[src/logic/bpw_pkg.sv]
package bpw_pkg;
    // Register byte offsets
    localparam logic [7:0] OFF_PMCSR = 8'h00;
    localparam logic [7:0] OFF_PMCAP = 8'h04;
    localparam logic [7:0] OFF_DATA = 8'h08;
    localparam logic [7:0] OFF_IRQ_STAT = 8'h0C;
    localparam logic [7:0] OFF_IRQ_MASK = 8'h10;
    localparam logic [7:0] OFF_PRELOAD = 8'h14;
    localparam logic [7:0] OFF_DBYTES_LO = 8'h18;
    localparam logic [7:0] OFF_DBYTES_HI = 8'h1C;
    localparam logic [7:0] OFF_LOCK = 8'h20;
    // Control/status field positions
    localparam int PS_LSB = 0;
    localparam int WAKE_EN_BIT = 8;
    localparam int DSEL_LSB = 9;
    localparam int DSCALE_LSB = 13;
    localparam int WAKE_ST_BIT = 15;
    // Preload word field positions
    localparam int PL_REV_LSB = 0;
    localparam int PL_D1_BIT = 3;
    localparam int PL_D2_BIT = 4;
    localparam int PL_WAKE_LSB = 5;
    localparam int PL_DEN_BIT = 9;
    localparam int PL_DSI_BIT = 10;
    localparam int PL_SCALE_LSB = 11;
    // Interrupt status bits
    localparam int IRQ_D0_BIT = 0;
    localparam int IRQ_WAKE_BIT = 1;
    // Power states
    localparam logic [1:0] PS_D0 = 2'h0;
    localparam logic [1:0] PS_D1 = 2'h1;
    localparam logic [1:0] PS_D2 = 2'h2;
    localparam logic [1:0] PS_D3 = 2'h3;
    // Reset values
    localparam logic [31:0] PRELOAD_RST = 32'h00000000;
    localparam logic [1:0] IRQ_MASK_RST = 2'h3;
    // Timing
    localparam int CLK_HZ = 20000000;
    localparam int SEC_RST_US = 100;
    localparam int SEC_RST_CYC = (SEC_RST_US * (CLK_HZ / 1000000));
    localparam int PRELOAD_CYC = 16;

    typedef enum logic [1:0] {
        BPW_RUN,
        BPW_CHIP_RST,
        BPW_PRELOAD
    } bpw_seq_e;

    typedef struct packed {
        logic [2:0] rev;
        logic d1_ok;
        logic d2_ok;
        logic [3:0] wake_ok;
        logic data_en;
        logic dsi;
        logic [1:0] scale;
    } bpw_cap_s;
endpackage : bpw_pkg

[src/logic/bpw_power_wake.sv]
// Functional notes
// RQ1 - Power state changes on control field write
// RQ2 - Software only goes up to D0
// RQ3 - Downward transitions take no hardware action
// RQ4 - D1/D2 to D0 sets flag, interrupt
// RQ5 - D3hot to D0 resets, holds secondary reset
// RQ6 - D3cold needs nothing beyond power-up reset
// RQ7 - Local processor clears lockout early
// RQ8 - Wake out low on input, support, enable
// RQ9 - Wake status set regardless of enable
// RQ10 - Wake out released when status/enable cleared
// RQ11 - Subsystem releases wake before status clear
// RQ12 - Preload sets capability fields
// RQ13 - Eight data bytes, selected by select field
// RQ14 - Data reads zero unless reporting enabled
// RQ15 - Lockout retries config except reset control
// RQ16 - Two-bit state, unsupported writes ignored
// RQ17 - Wake input synchronized by two flops
`timescale 1ns/10ps
`default_nettype none
module bpw_power_wake
    import bpw_pkg::*;
#(
    parameter int SEC_RST_CYCLES = SEC_RST_CYC,
    parameter int PRELOAD_CYCLES = PRELOAD_CYC
) (
    input wire logic core_clk,
    input wire logic reset_n,
    input wire logic clk_en,
    input wire logic [31:0] preload_word,
    input wire logic [63:0] preload_bytes,
    input wire logic lockout_strap,
    input wire logic cfg_access,
    input wire logic cfg_is_rst_ctl,
    output logic cfg_retry,
    input wire logic sec_wake_n,
    output logic pri_wake_n,
    output logic sec_rst_n,
    output logic sec_irq,
    output logic preload_busy,
    input wire logic [7:0] s_axi_awaddr,
    input wire logic s_axi_awvalid,
    output logic s_axi_awready,
    input wire logic [31:0] s_axi_wdata,
    input wire logic [3:0] s_axi_wstrb,
    input wire logic s_axi_wvalid,
    output logic s_axi_wready,
    output logic [1:0] s_axi_bresp,
    output logic s_axi_bvalid,
    input wire logic s_axi_bready,
    input wire logic [7:0] s_axi_araddr,
    input wire logic s_axi_arvalid,
    output logic s_axi_arready,
    output logic [31:0] s_axi_rdata,
    output logic [1:0] s_axi_rresp,
    output logic s_axi_rvalid,
    input wire logic s_axi_rready
);
    // Counters need at least one cycle per phase
    if (SEC_RST_CYCLES < 1 || PRELOAD_CYCLES < 1) begin : g_bad_count
        $error("bpw_power_wake: counts must be positive");
    end

    localparam int CW = $clog2(SEC_RST_CYCLES + PRELOAD_CYCLES + 2);

    // Two-flop reset release
    logic rst_s1_reg, rst_n_reg;
    always_ff @(posedge core_clk or negedge reset_n) begin
        if (!reset_n) begin
            rst_s1_reg <= 1'b0;
            rst_n_reg <= 1'b0;
        end else begin
            rst_s1_reg <= 1'b1;
            rst_n_reg <= rst_s1_reg;
        end
    end
    wire logic rst_n = rst_n_reg;

    function automatic logic [31:0] merge(input logic [31:0] old,
        input logic [31:0] nw, input logic [3:0] be);
        logic [31:0] r;
        r = old;
        for (int i = 0; i < 4; i++) begin
            if (be[i]) r[i*8 +: 8] = nw[i*8 +: 8];
        end
        return r;
    endfunction

    // State
    bpw_seq_e seq_reg;
    logic [CW-1:0] cnt_reg;
    logic [1:0] ps_reg;
    logic wake_en_reg, wake_st_reg;
    logic [3:0] dsel_reg;
    bpw_cap_s cap_reg;
    logic [63:0] dbytes_reg;
    logic [1:0] irq_st_reg, irq_mask_reg;
    logic lock_reg, strap_pend_reg;
    logic wsync1_reg, wsync2_reg;

    // AXI write side holding registers
    logic aw_got_reg, w_got_reg;
    logic [7:0] aw_addr_reg;
    logic [31:0] w_data_reg;
    logic [3:0] w_strb_reg;

    assign s_axi_awready = ~aw_got_reg & ~s_axi_bvalid;
    assign s_axi_wready = ~w_got_reg & ~s_axi_bvalid;
    wire logic aw_hs = s_axi_awvalid & s_axi_awready;
    wire logic w_hs = s_axi_wvalid & s_axi_wready;
    wire logic [7:0] wa = aw_got_reg ? aw_addr_reg : s_axi_awaddr;
    wire logic [31:0] wd = w_got_reg ? w_data_reg : s_axi_wdata;
    wire logic [3:0] wb = w_got_reg ? w_strb_reg : s_axi_wstrb;
    wire logic wr_go = (aw_got_reg | aw_hs) & (w_got_reg | w_hs);
    wire logic run = (seq_reg == BPW_RUN);
    wire logic wr_ok = wr_go & run;

    // Decoded writes
    wire logic wr_csr = wr_ok & (wa == OFF_PMCSR);
    wire logic wr_stat = wr_ok & (wa == OFF_IRQ_STAT) & wb[0];
    wire logic wr_mask = wr_ok & (wa == OFF_IRQ_MASK) & wb[0];
    wire logic wr_lock = wr_ok & (wa == OFF_LOCK) & wb[0];
    wire logic [31:0] csr_cur = {16'h0000, wake_st_reg, cap_reg.scale,
        dsel_reg, wake_en_reg, 6'h00, ps_reg};
    wire logic [31:0] csr_w = merge(csr_cur, wd, wb);
    wire logic [1:0] ps_req = csr_w[PS_LSB +: 2];

    // Supported target check and transition classes
    wire logic ps_supported = (ps_req == PS_D0) | (ps_req == PS_D3)
        | ((ps_req == PS_D1) & cap_reg.d1_ok)
        | ((ps_req == PS_D2) & cap_reg.d2_ok);
    wire logic ps_upward = (ps_req != PS_D0) & (ps_req < ps_reg);
    wire logic ps_take = wr_csr & ps_supported & ~ps_upward; // RQ16
    wire logic to_d0_soft = ps_take & (ps_req == PS_D0)
        & ((ps_reg == PS_D1) | (ps_reg == PS_D2)); // RQ4
    wire logic to_d0_hard = ps_take & (ps_req == PS_D0)
        & (ps_reg == PS_D3); // RQ5

    // Wake qualification on synchronized input
    wire logic wake_sup = cap_reg.wake_ok[ps_reg];
    wire logic wake_evt = ~wsync2_reg & wake_sup; // RQ9 RQ17
    wire logic st_clr = wr_csr & wb[1] & wd[WAKE_ST_BIT];
    wire logic [1:0] irq_evt = {wake_evt, to_d0_soft};
    wire logic [1:0] irq_clr = wr_stat ? wd[1:0] : 2'h0;
    // Set beats clear on every sticky bit
    wire logic [1:0] irq_st_next = (irq_st_reg & ~irq_clr) | irq_evt;
    wire logic wake_st_next = (wake_st_reg & ~st_clr) | wake_evt;
    wire logic wake_en_next = wr_csr ? csr_w[WAKE_EN_BIT] : wake_en_reg;
    // Wake out follows enable and status together
    wire logic pri_wake_hold = ~pri_wake_n & wake_st_next & wake_en_next;
    wire logic pri_wake_next = ~(wake_st_next & wake_en_next
        & ~wsync2_reg & wake_sup | pri_wake_hold); // RQ8 RQ10

    // Read mux
    wire logic [7:0] sel_byte = dbytes_reg[dsel_reg[2:0]*8 +: 8];
    wire logic [7:0] data_rd = (cap_reg.data_en & ~dsel_reg[3])
        ? sel_byte : 8'h00; // RQ13 RQ14
    wire logic [31:0] cap_rd = {21'h000000, cap_reg.dsi, cap_reg.data_en,
        cap_reg.wake_ok, cap_reg.d2_ok, cap_reg.d1_ok, cap_reg.rev};
    logic [31:0] rd_val;
    always_comb begin
        rd_val = 32'h00000000;
        case (s_axi_araddr)
            OFF_PMCSR: rd_val = csr_cur;
            OFF_PMCAP: rd_val = cap_rd;
            OFF_DATA: rd_val = {24'h000000, data_rd};
            OFF_IRQ_STAT: rd_val = {30'h00000000, irq_st_reg};
            OFF_IRQ_MASK: rd_val = {30'h00000000, irq_mask_reg};
            OFF_LOCK: rd_val = {31'h00000000, lock_reg};
            default: rd_val = 32'h00000000;
        endcase
    end
    wire logic rd_known = (s_axi_araddr <= OFF_LOCK)
        & (s_axi_araddr[1:0] == 2'h0)
        & (s_axi_araddr != OFF_PRELOAD)
        & (s_axi_araddr != OFF_DBYTES_LO)
        & (s_axi_araddr != OFF_DBYTES_HI);
    wire logic wr_known = (wa == OFF_PMCSR) | (wa == OFF_IRQ_STAT)
        | (wa == OFF_IRQ_MASK) | (wa == OFF_LOCK);
    assign s_axi_arready = ~s_axi_rvalid;
    wire logic ar_hs = s_axi_arvalid & s_axi_arready;

    // AXI handshakes and responses
    always_ff @(posedge core_clk or negedge rst_n) begin
        if (!rst_n) begin
            aw_got_reg <= 1'b0;
            w_got_reg <= 1'b0;
            aw_addr_reg <= 8'h00;
            w_data_reg <= 32'h00000000;
            w_strb_reg <= 4'h0;
            s_axi_bvalid <= 1'b0;
            s_axi_bresp <= 2'h0;
            s_axi_rvalid <= 1'b0;
            s_axi_rresp <= 2'h0;
            s_axi_rdata <= 32'h00000000;
        end else if (clk_en) begin
            if (wr_go) begin
                aw_got_reg <= 1'b0;
                w_got_reg <= 1'b0;
                s_axi_bvalid <= 1'b1;
                s_axi_bresp <= (wr_known & run) ? 2'h0 : 2'h2;
            end else begin
                if (aw_hs) aw_got_reg <= 1'b1;
                if (w_hs) w_got_reg <= 1'b1;
                if (s_axi_bvalid && s_axi_bready) s_axi_bvalid <= 1'b0;
            end
            if (aw_hs) aw_addr_reg <= s_axi_awaddr;
            if (w_hs) begin
                w_data_reg <= s_axi_wdata;
                w_strb_reg <= s_axi_wstrb;
            end
            if (ar_hs) begin
                s_axi_rvalid <= 1'b1;
                s_axi_rdata <= rd_val;
                s_axi_rresp <= rd_known ? 2'h0 : 2'h2;
            end else if (s_axi_rready) begin
                s_axi_rvalid <= 1'b0;
            end
        end
    end

    // Reset and preload sequencer
    wire logic [CW-1:0] rst_last = CW'(SEC_RST_CYCLES - 1);
    wire logic [CW-1:0] pl_last = CW'(PRELOAD_CYCLES - 1);
    always_ff @(posedge core_clk or negedge rst_n) begin
        if (!rst_n) begin
            seq_reg <= BPW_PRELOAD; // RQ6
            cnt_reg <= '0;
            sec_rst_n <= 1'b0;
            preload_busy <= 1'b1;
        end else if (clk_en) begin
            case (seq_reg)
                BPW_RUN: begin
                    // Downward moves leave this state alone
                    if (to_d0_hard) begin // RQ3 RQ5
                        seq_reg <= BPW_CHIP_RST;
                        cnt_reg <= '0;
                        sec_rst_n <= 1'b0;
                        preload_busy <= 1'b1;
                    end
                end
                BPW_CHIP_RST: begin
                    cnt_reg <= cnt_reg + 1'b1;
                    if (cnt_reg == rst_last) begin // RQ5
                        seq_reg <= BPW_PRELOAD;
                        cnt_reg <= '0;
                        sec_rst_n <= 1'b1;
                    end
                end
                BPW_PRELOAD: begin
                    sec_rst_n <= 1'b1;
                    cnt_reg <= cnt_reg + 1'b1;
                    if (cnt_reg == pl_last) begin
                        seq_reg <= BPW_RUN;
                        cnt_reg <= '0;
                        preload_busy <= 1'b0;
                    end
                end
                default: seq_reg <= BPW_RUN;
            endcase
        end
    end

    // Power management state, soft-reset by the chip reset phase
    wire logic chip_rst = (seq_reg == BPW_CHIP_RST);
    wire logic pl_done = (seq_reg == BPW_PRELOAD) & (cnt_reg == pl_last);
    always_ff @(posedge core_clk or negedge rst_n) begin
        if (!rst_n) begin
            ps_reg <= PS_D0;
            wake_en_reg <= 1'b0;
            wake_st_reg <= 1'b0;
            dsel_reg <= 4'h0;
            cap_reg <= '0;
            dbytes_reg <= 64'h0000000000000000;
            irq_st_reg <= 2'h0;
            irq_mask_reg <= IRQ_MASK_RST;
            lock_reg <= 1'b1;
            strap_pend_reg <= 1'b1;
            wsync1_reg <= 1'b1;
            wsync2_reg <= 1'b1;
            pri_wake_n <= 1'b1;
            sec_irq <= 1'b0;
            cfg_retry <= 1'b0;
        end else if (clk_en) begin
            wsync1_reg <= sec_wake_n; // RQ17
            wsync2_reg <= wsync1_reg; // RQ17
            if (chip_rst) begin
                ps_reg <= PS_D0;
                wake_en_reg <= 1'b0;
                wake_st_reg <= 1'b0;
                dsel_reg <= 4'h0;
                irq_st_reg <= 2'h0;
                irq_mask_reg <= IRQ_MASK_RST; // RQ5
                strap_pend_reg <= 1'b1;
                pri_wake_n <= 1'b1;
                sec_irq <= 1'b0;
            end else begin
                if (ps_take) ps_reg <= ps_req; // RQ1
                if (wr_csr) dsel_reg <= csr_w[DSEL_LSB +: 4];
                wake_en_reg <= wake_en_next;
                wake_st_reg <= wake_st_next; // RQ9
                irq_st_reg <= irq_st_next; // RQ4
                if (wr_mask) irq_mask_reg <= wd[1:0];
                pri_wake_n <= pri_wake_next; // RQ8
                sec_irq <= |(irq_st_next & ~irq_mask_reg); // RQ4
            end
            if (pl_done) begin // RQ12 RQ13
                cap_reg.rev <= preload_word[PL_REV_LSB +: 3];
                cap_reg.d1_ok <= preload_word[PL_D1_BIT];
                cap_reg.d2_ok <= preload_word[PL_D2_BIT];
                cap_reg.wake_ok <= preload_word[PL_WAKE_LSB +: 4];
                cap_reg.data_en <= preload_word[PL_DEN_BIT];
                cap_reg.dsi <= preload_word[PL_DSI_BIT];
                cap_reg.scale <= preload_word[PL_SCALE_LSB +: 2];
                dbytes_reg <= preload_bytes;
            end
            // Strap caught once after each reset, then software owns it
            if (strap_pend_reg && !chip_rst) begin
                lock_reg <= lockout_strap;
                strap_pend_reg <= 1'b0;
            end else if (wr_lock) begin
                lock_reg <= wd[0]; // RQ7
            end
            cfg_retry <= cfg_access & ~cfg_is_rst_ctl
                & (lock_reg | ~run); // RQ15
        end
    end
endmodule // bpw_power_wake
`default_nettype wire

[config.mk]
export PLATFORM = sky130hd
export DESIGN_NAME = bpw_power_wake
export DESIGN_NICKNAME = d
export VERILOG_FILES = /design/src/logic/bpw_pkg.sv /design/src/logic/bpw_power_wake.sv
export SDC_FILE = /design/constraint.sdc
export NUM_CORES = 1
export LEC_CHECK = 0
export ABC_AREA = 1
export ABC_CLOCK_PERIOD_IN_PS = 4500
export BUFFER_PORTS_ARGS = -buffer_cell sky130_fd_sc_hd__buf_2
export CAP_MARGIN = 0
export CORE_MARGIN = 4
export CORE_UTILIZATION = 49
export DETAILED_ROUTE_END_ITERATION = 10
export PLACE_DENSITY = 0.85
export SYNTH_ARGS = -nofsm -noshare
export SYNTH_HDL_FRONTEND = slang
export SYNTH_SLANG_ARGS = --single-unit
export TNS_END_PERCENT = 100
[constraint.sdc]
create_clock -name core_clk -period 4.5 [get_ports core_clk]
set_input_delay 0.675 -clock core_clk [delete_from_list [all_inputs] [get_ports core_clk]]
set_output_delay 0.675 -clock core_clk [all_outputs]
set_load 0.02 [all_outputs]
==> results.sh <==
export IMPL_status="finished, final reports clean"
export IMPL_grt_pass1_vias=6339
export IMPL_cts_made_buffers=17
export IMPL_cts_resized=0
export IMPL_drive_gt1_frac=0.302
export IMPL_netlist_area_mm2=0.00814
export IMPL_gr_usage_all_layers=0.216
export IMPL_final_common_cell="nand2_1"
export IMPL_r2r_setup_slack_ps=1490
export IMPL_avgRoutedWirePerCell_um=16.0
export IMPL_vias=6505
export IMPL_slew_headroom=0.310
export IMPL_holdBufCountCts=0
export IMPL_tritoncts="done"
export IMPL_tns_ps=0
export IMPL_cp_end_kind="flop"
export IMPL_synth_edf_count=0
export IMPL_hold_viol=0
export IMPL_cp_start_kind="flop"
export IMPL_fmaxAchievable_mhz=332
export IMPL_cp_required_ps=4850
export IMPL_dr_first_iter_drc_count=395
export IMPL_postCtsSetupBuffers=0
export IMPL_grt_pass1_wl_um=31500
export IMPL_syn_inst=869
export IMPL_fin_crit_sh=0.670
export IMPL_setup_viol=0
export IMPL_core_area_mm2=0.0161
export IMPL_grt_max_degree=73
export IMPL_dpl_cell_area_mm2=0.00888
export IMPL_gr_total_overflow=0
export IMPL_cp_max_fo=22
export IMPL_root_buffer="clkbuf_16"
export IMPL_clkTransAtPathRegs_ps=60
export IMPL_synth_area_leader_cell="dfrtp_1"
export IMPL_antenna_found_initial=4
export IMPL_powerDensity_mw_per_mm2=406
export IMPL_clk_latency_ps=430
export IMPL_worst_pin_slew_ps=1030
export IMPL_avgSynthCellArea_um2=9.36
export IMPL_ff2ff_path_depth=12
export IMPL_viasPerCell=5.29
export IMPL_finalPower_mw=3.85
export IMPL_peakVddDrop_mv=0.302
export IMPL_hold_slack_ps=22.2
export IMPL_place_ws_ps=1450
export IMPL_rows=46
export IMPL_drt_wl_total_um=19600
export IMPL_hold_path_class="input port to async pin"
export IMPL_yosysWarnings=0
export IMPL_gp_congestion=0.858
export IMPL_start_util=0.507
export IMPL_fin_area_mm2=0.00948
export IMPL_finClkSkew_ps=8.29
export IMPL_maxSlewViolCount=0
export IMPL_final_cell_mix="nand2_1 (181), dfrtp_1 (143), buf_2 (142), inv_1 (77), nor2_1 (69)"
export IMPL_yosys_top_cells_area="dfrtp_1 (44%), mux2_4 (12%), nand2_1 (8.3%)"
export IMPL_arrival_ps=3360
export IMPL_cts_buffer_depth=2
export IMPL_async_flop_share=1.00
export IMPL_ys_ff_latch=153
export IMPL_rsz0062_at_grt="false"
export IMPL_drt_first_pass_iters=5
export IMPL_yosys_area_top_type_share=0.443
export IMPL_ys_seq_area_frac=0.472
export IMPL_critical_path_reg2reg_endpoint="cnt_reg[2]$_DFFE_PN0P_"
export IMPL_syn2layout_area_growth_pct=16.5
export IMPL_maxCapViolCount=0
export IMPL_die_h_um=137
export IMPL_period_minus_slack_ps=3010
export IMPL_cts_sinks=153
export IMPL_nets=1170
export IMPL_dp_hpwl_um=14200
export IMPL_die_w_um=137
export IMPL_synth_flop_cell="dfrtp_1"
export IMPL_setup_ws_ps=1490
export IMPL_ctsHtreeMaxLevel=4
export IMPL_ant_nets=0
export IMPL_r2r_start="w_got_reg$_DFFE_PN0P_"
export IMPL_num_io_pins=206
export IMPL_synth_distinct_cells=45
export IMPL_die_area_mm2=0.0187
export IMPL_crit_type="flop to flop"
export IMPL_portBuffers=142
export IMPL_p_leak_nw=4.98
export IMPL_largest_reg_flops=64
export IMPL_drc=0
critical path: stages (launching register included):
cell,delay (ps)
dfrtp_1,600
o21ai_0,580
inv_1,150
o21ai_0,350
inv_1,150
ha_1,210
nand2_1,50
nand3_1,130
nand4_2,160
nand2_4,110
nand2_4,270
nand2_1,100
o21ai_2,60
cells in the mapped netlist, drive strengths merged, types with 2 or more instances:
cell	instances
nand2	201
dfrtp	144
inv	80
o21ai	78
nor2	75
mux2	73
nand3	42
a21oi	32
buf	30
clkbuf	23
nand4	14
ha	11
o211ai	10
dfstp	9
o31ai	9
or2	8
o22ai	6
o311ai	5
nor3	4
conb	2
mux2i	2
o2111ai	2
xnor2	2
logic make-up (layout without fill, tap and decap cells):
family                     Yosys count  in the layout  share of synthesized area
xor gates and xnor gates             3              3                    0.00323
AOI/OAI and AO/OA                  147            147                      0.107
adders and majority gates           11             11                     0.0169
buffers and inverters              133            258                     0.0800
muxes                               75             75                      0.133
DFF                                153            153                      0.472
other                                2             21                   0.000923
and+or+nand+nor                    345            345                      0.187
worst max path at each step:
stage                                from                    endpoint  cells past startpoint
finish              w_got_reg$_DFFE_PN0P_      cnt_reg[2]$_DFFE_PN0P_                     12
global route        w_got_reg$_DFFE_PN0P_      cnt_reg[2]$_DFFE_PN0P_                     12
CTS                 w_got_reg$_DFFE_PN0P_      cnt_reg[2]$_DFFE_PN0P_                     12
detailed placement         s_axi_wstrb[0]      cnt_reg[2]$_DFFE_PN0P_                     14
global placement           s_axi_wstrb[0]      cnt_reg[2]$_DFFE_PN0P_                     14
floorplan                 rst_n$_DFF_PN0_  aw_addr_reg[0]$_DFFE_PN0P_                      0
power by group:
part	total, mW	leakage, nW	internal, mW	switching [mW]
clock	1.46	0.290	0.847	0.611
sequential	1.65	1.98	1.52	0.130
combinational	0.741	2.72	0.254	0.487
total	3.85	4.98	2.62	1.23
layout make-up:
class | instances | area (um2)
fill | 1339 | 6580
sequential | 153 | 3840
multi-input combinational | 600 | 3710
timing repair buffer | 147 | 748
clock buffer | 18 | 439
inverter | 80 | 305
tap | 216 | 270
clock inverter | 13 | 158
antenna | 2 | 5.00
layer usage:
layer	wire length [um]	global-route usage
met1	8230	0.278
met2	9440	0.349
met3	1520	0.0676
met4	405	0.0704
met5	29	0
stage by stage:
step	util	std cells
after floorplan	-	886
after global placement	0.553	1196
after detailed placement	0.553	1196
after CTS	0.590	1227
after global routing	0.590	1228
final	0.590	1229
(Power assumes the default switching activity.)
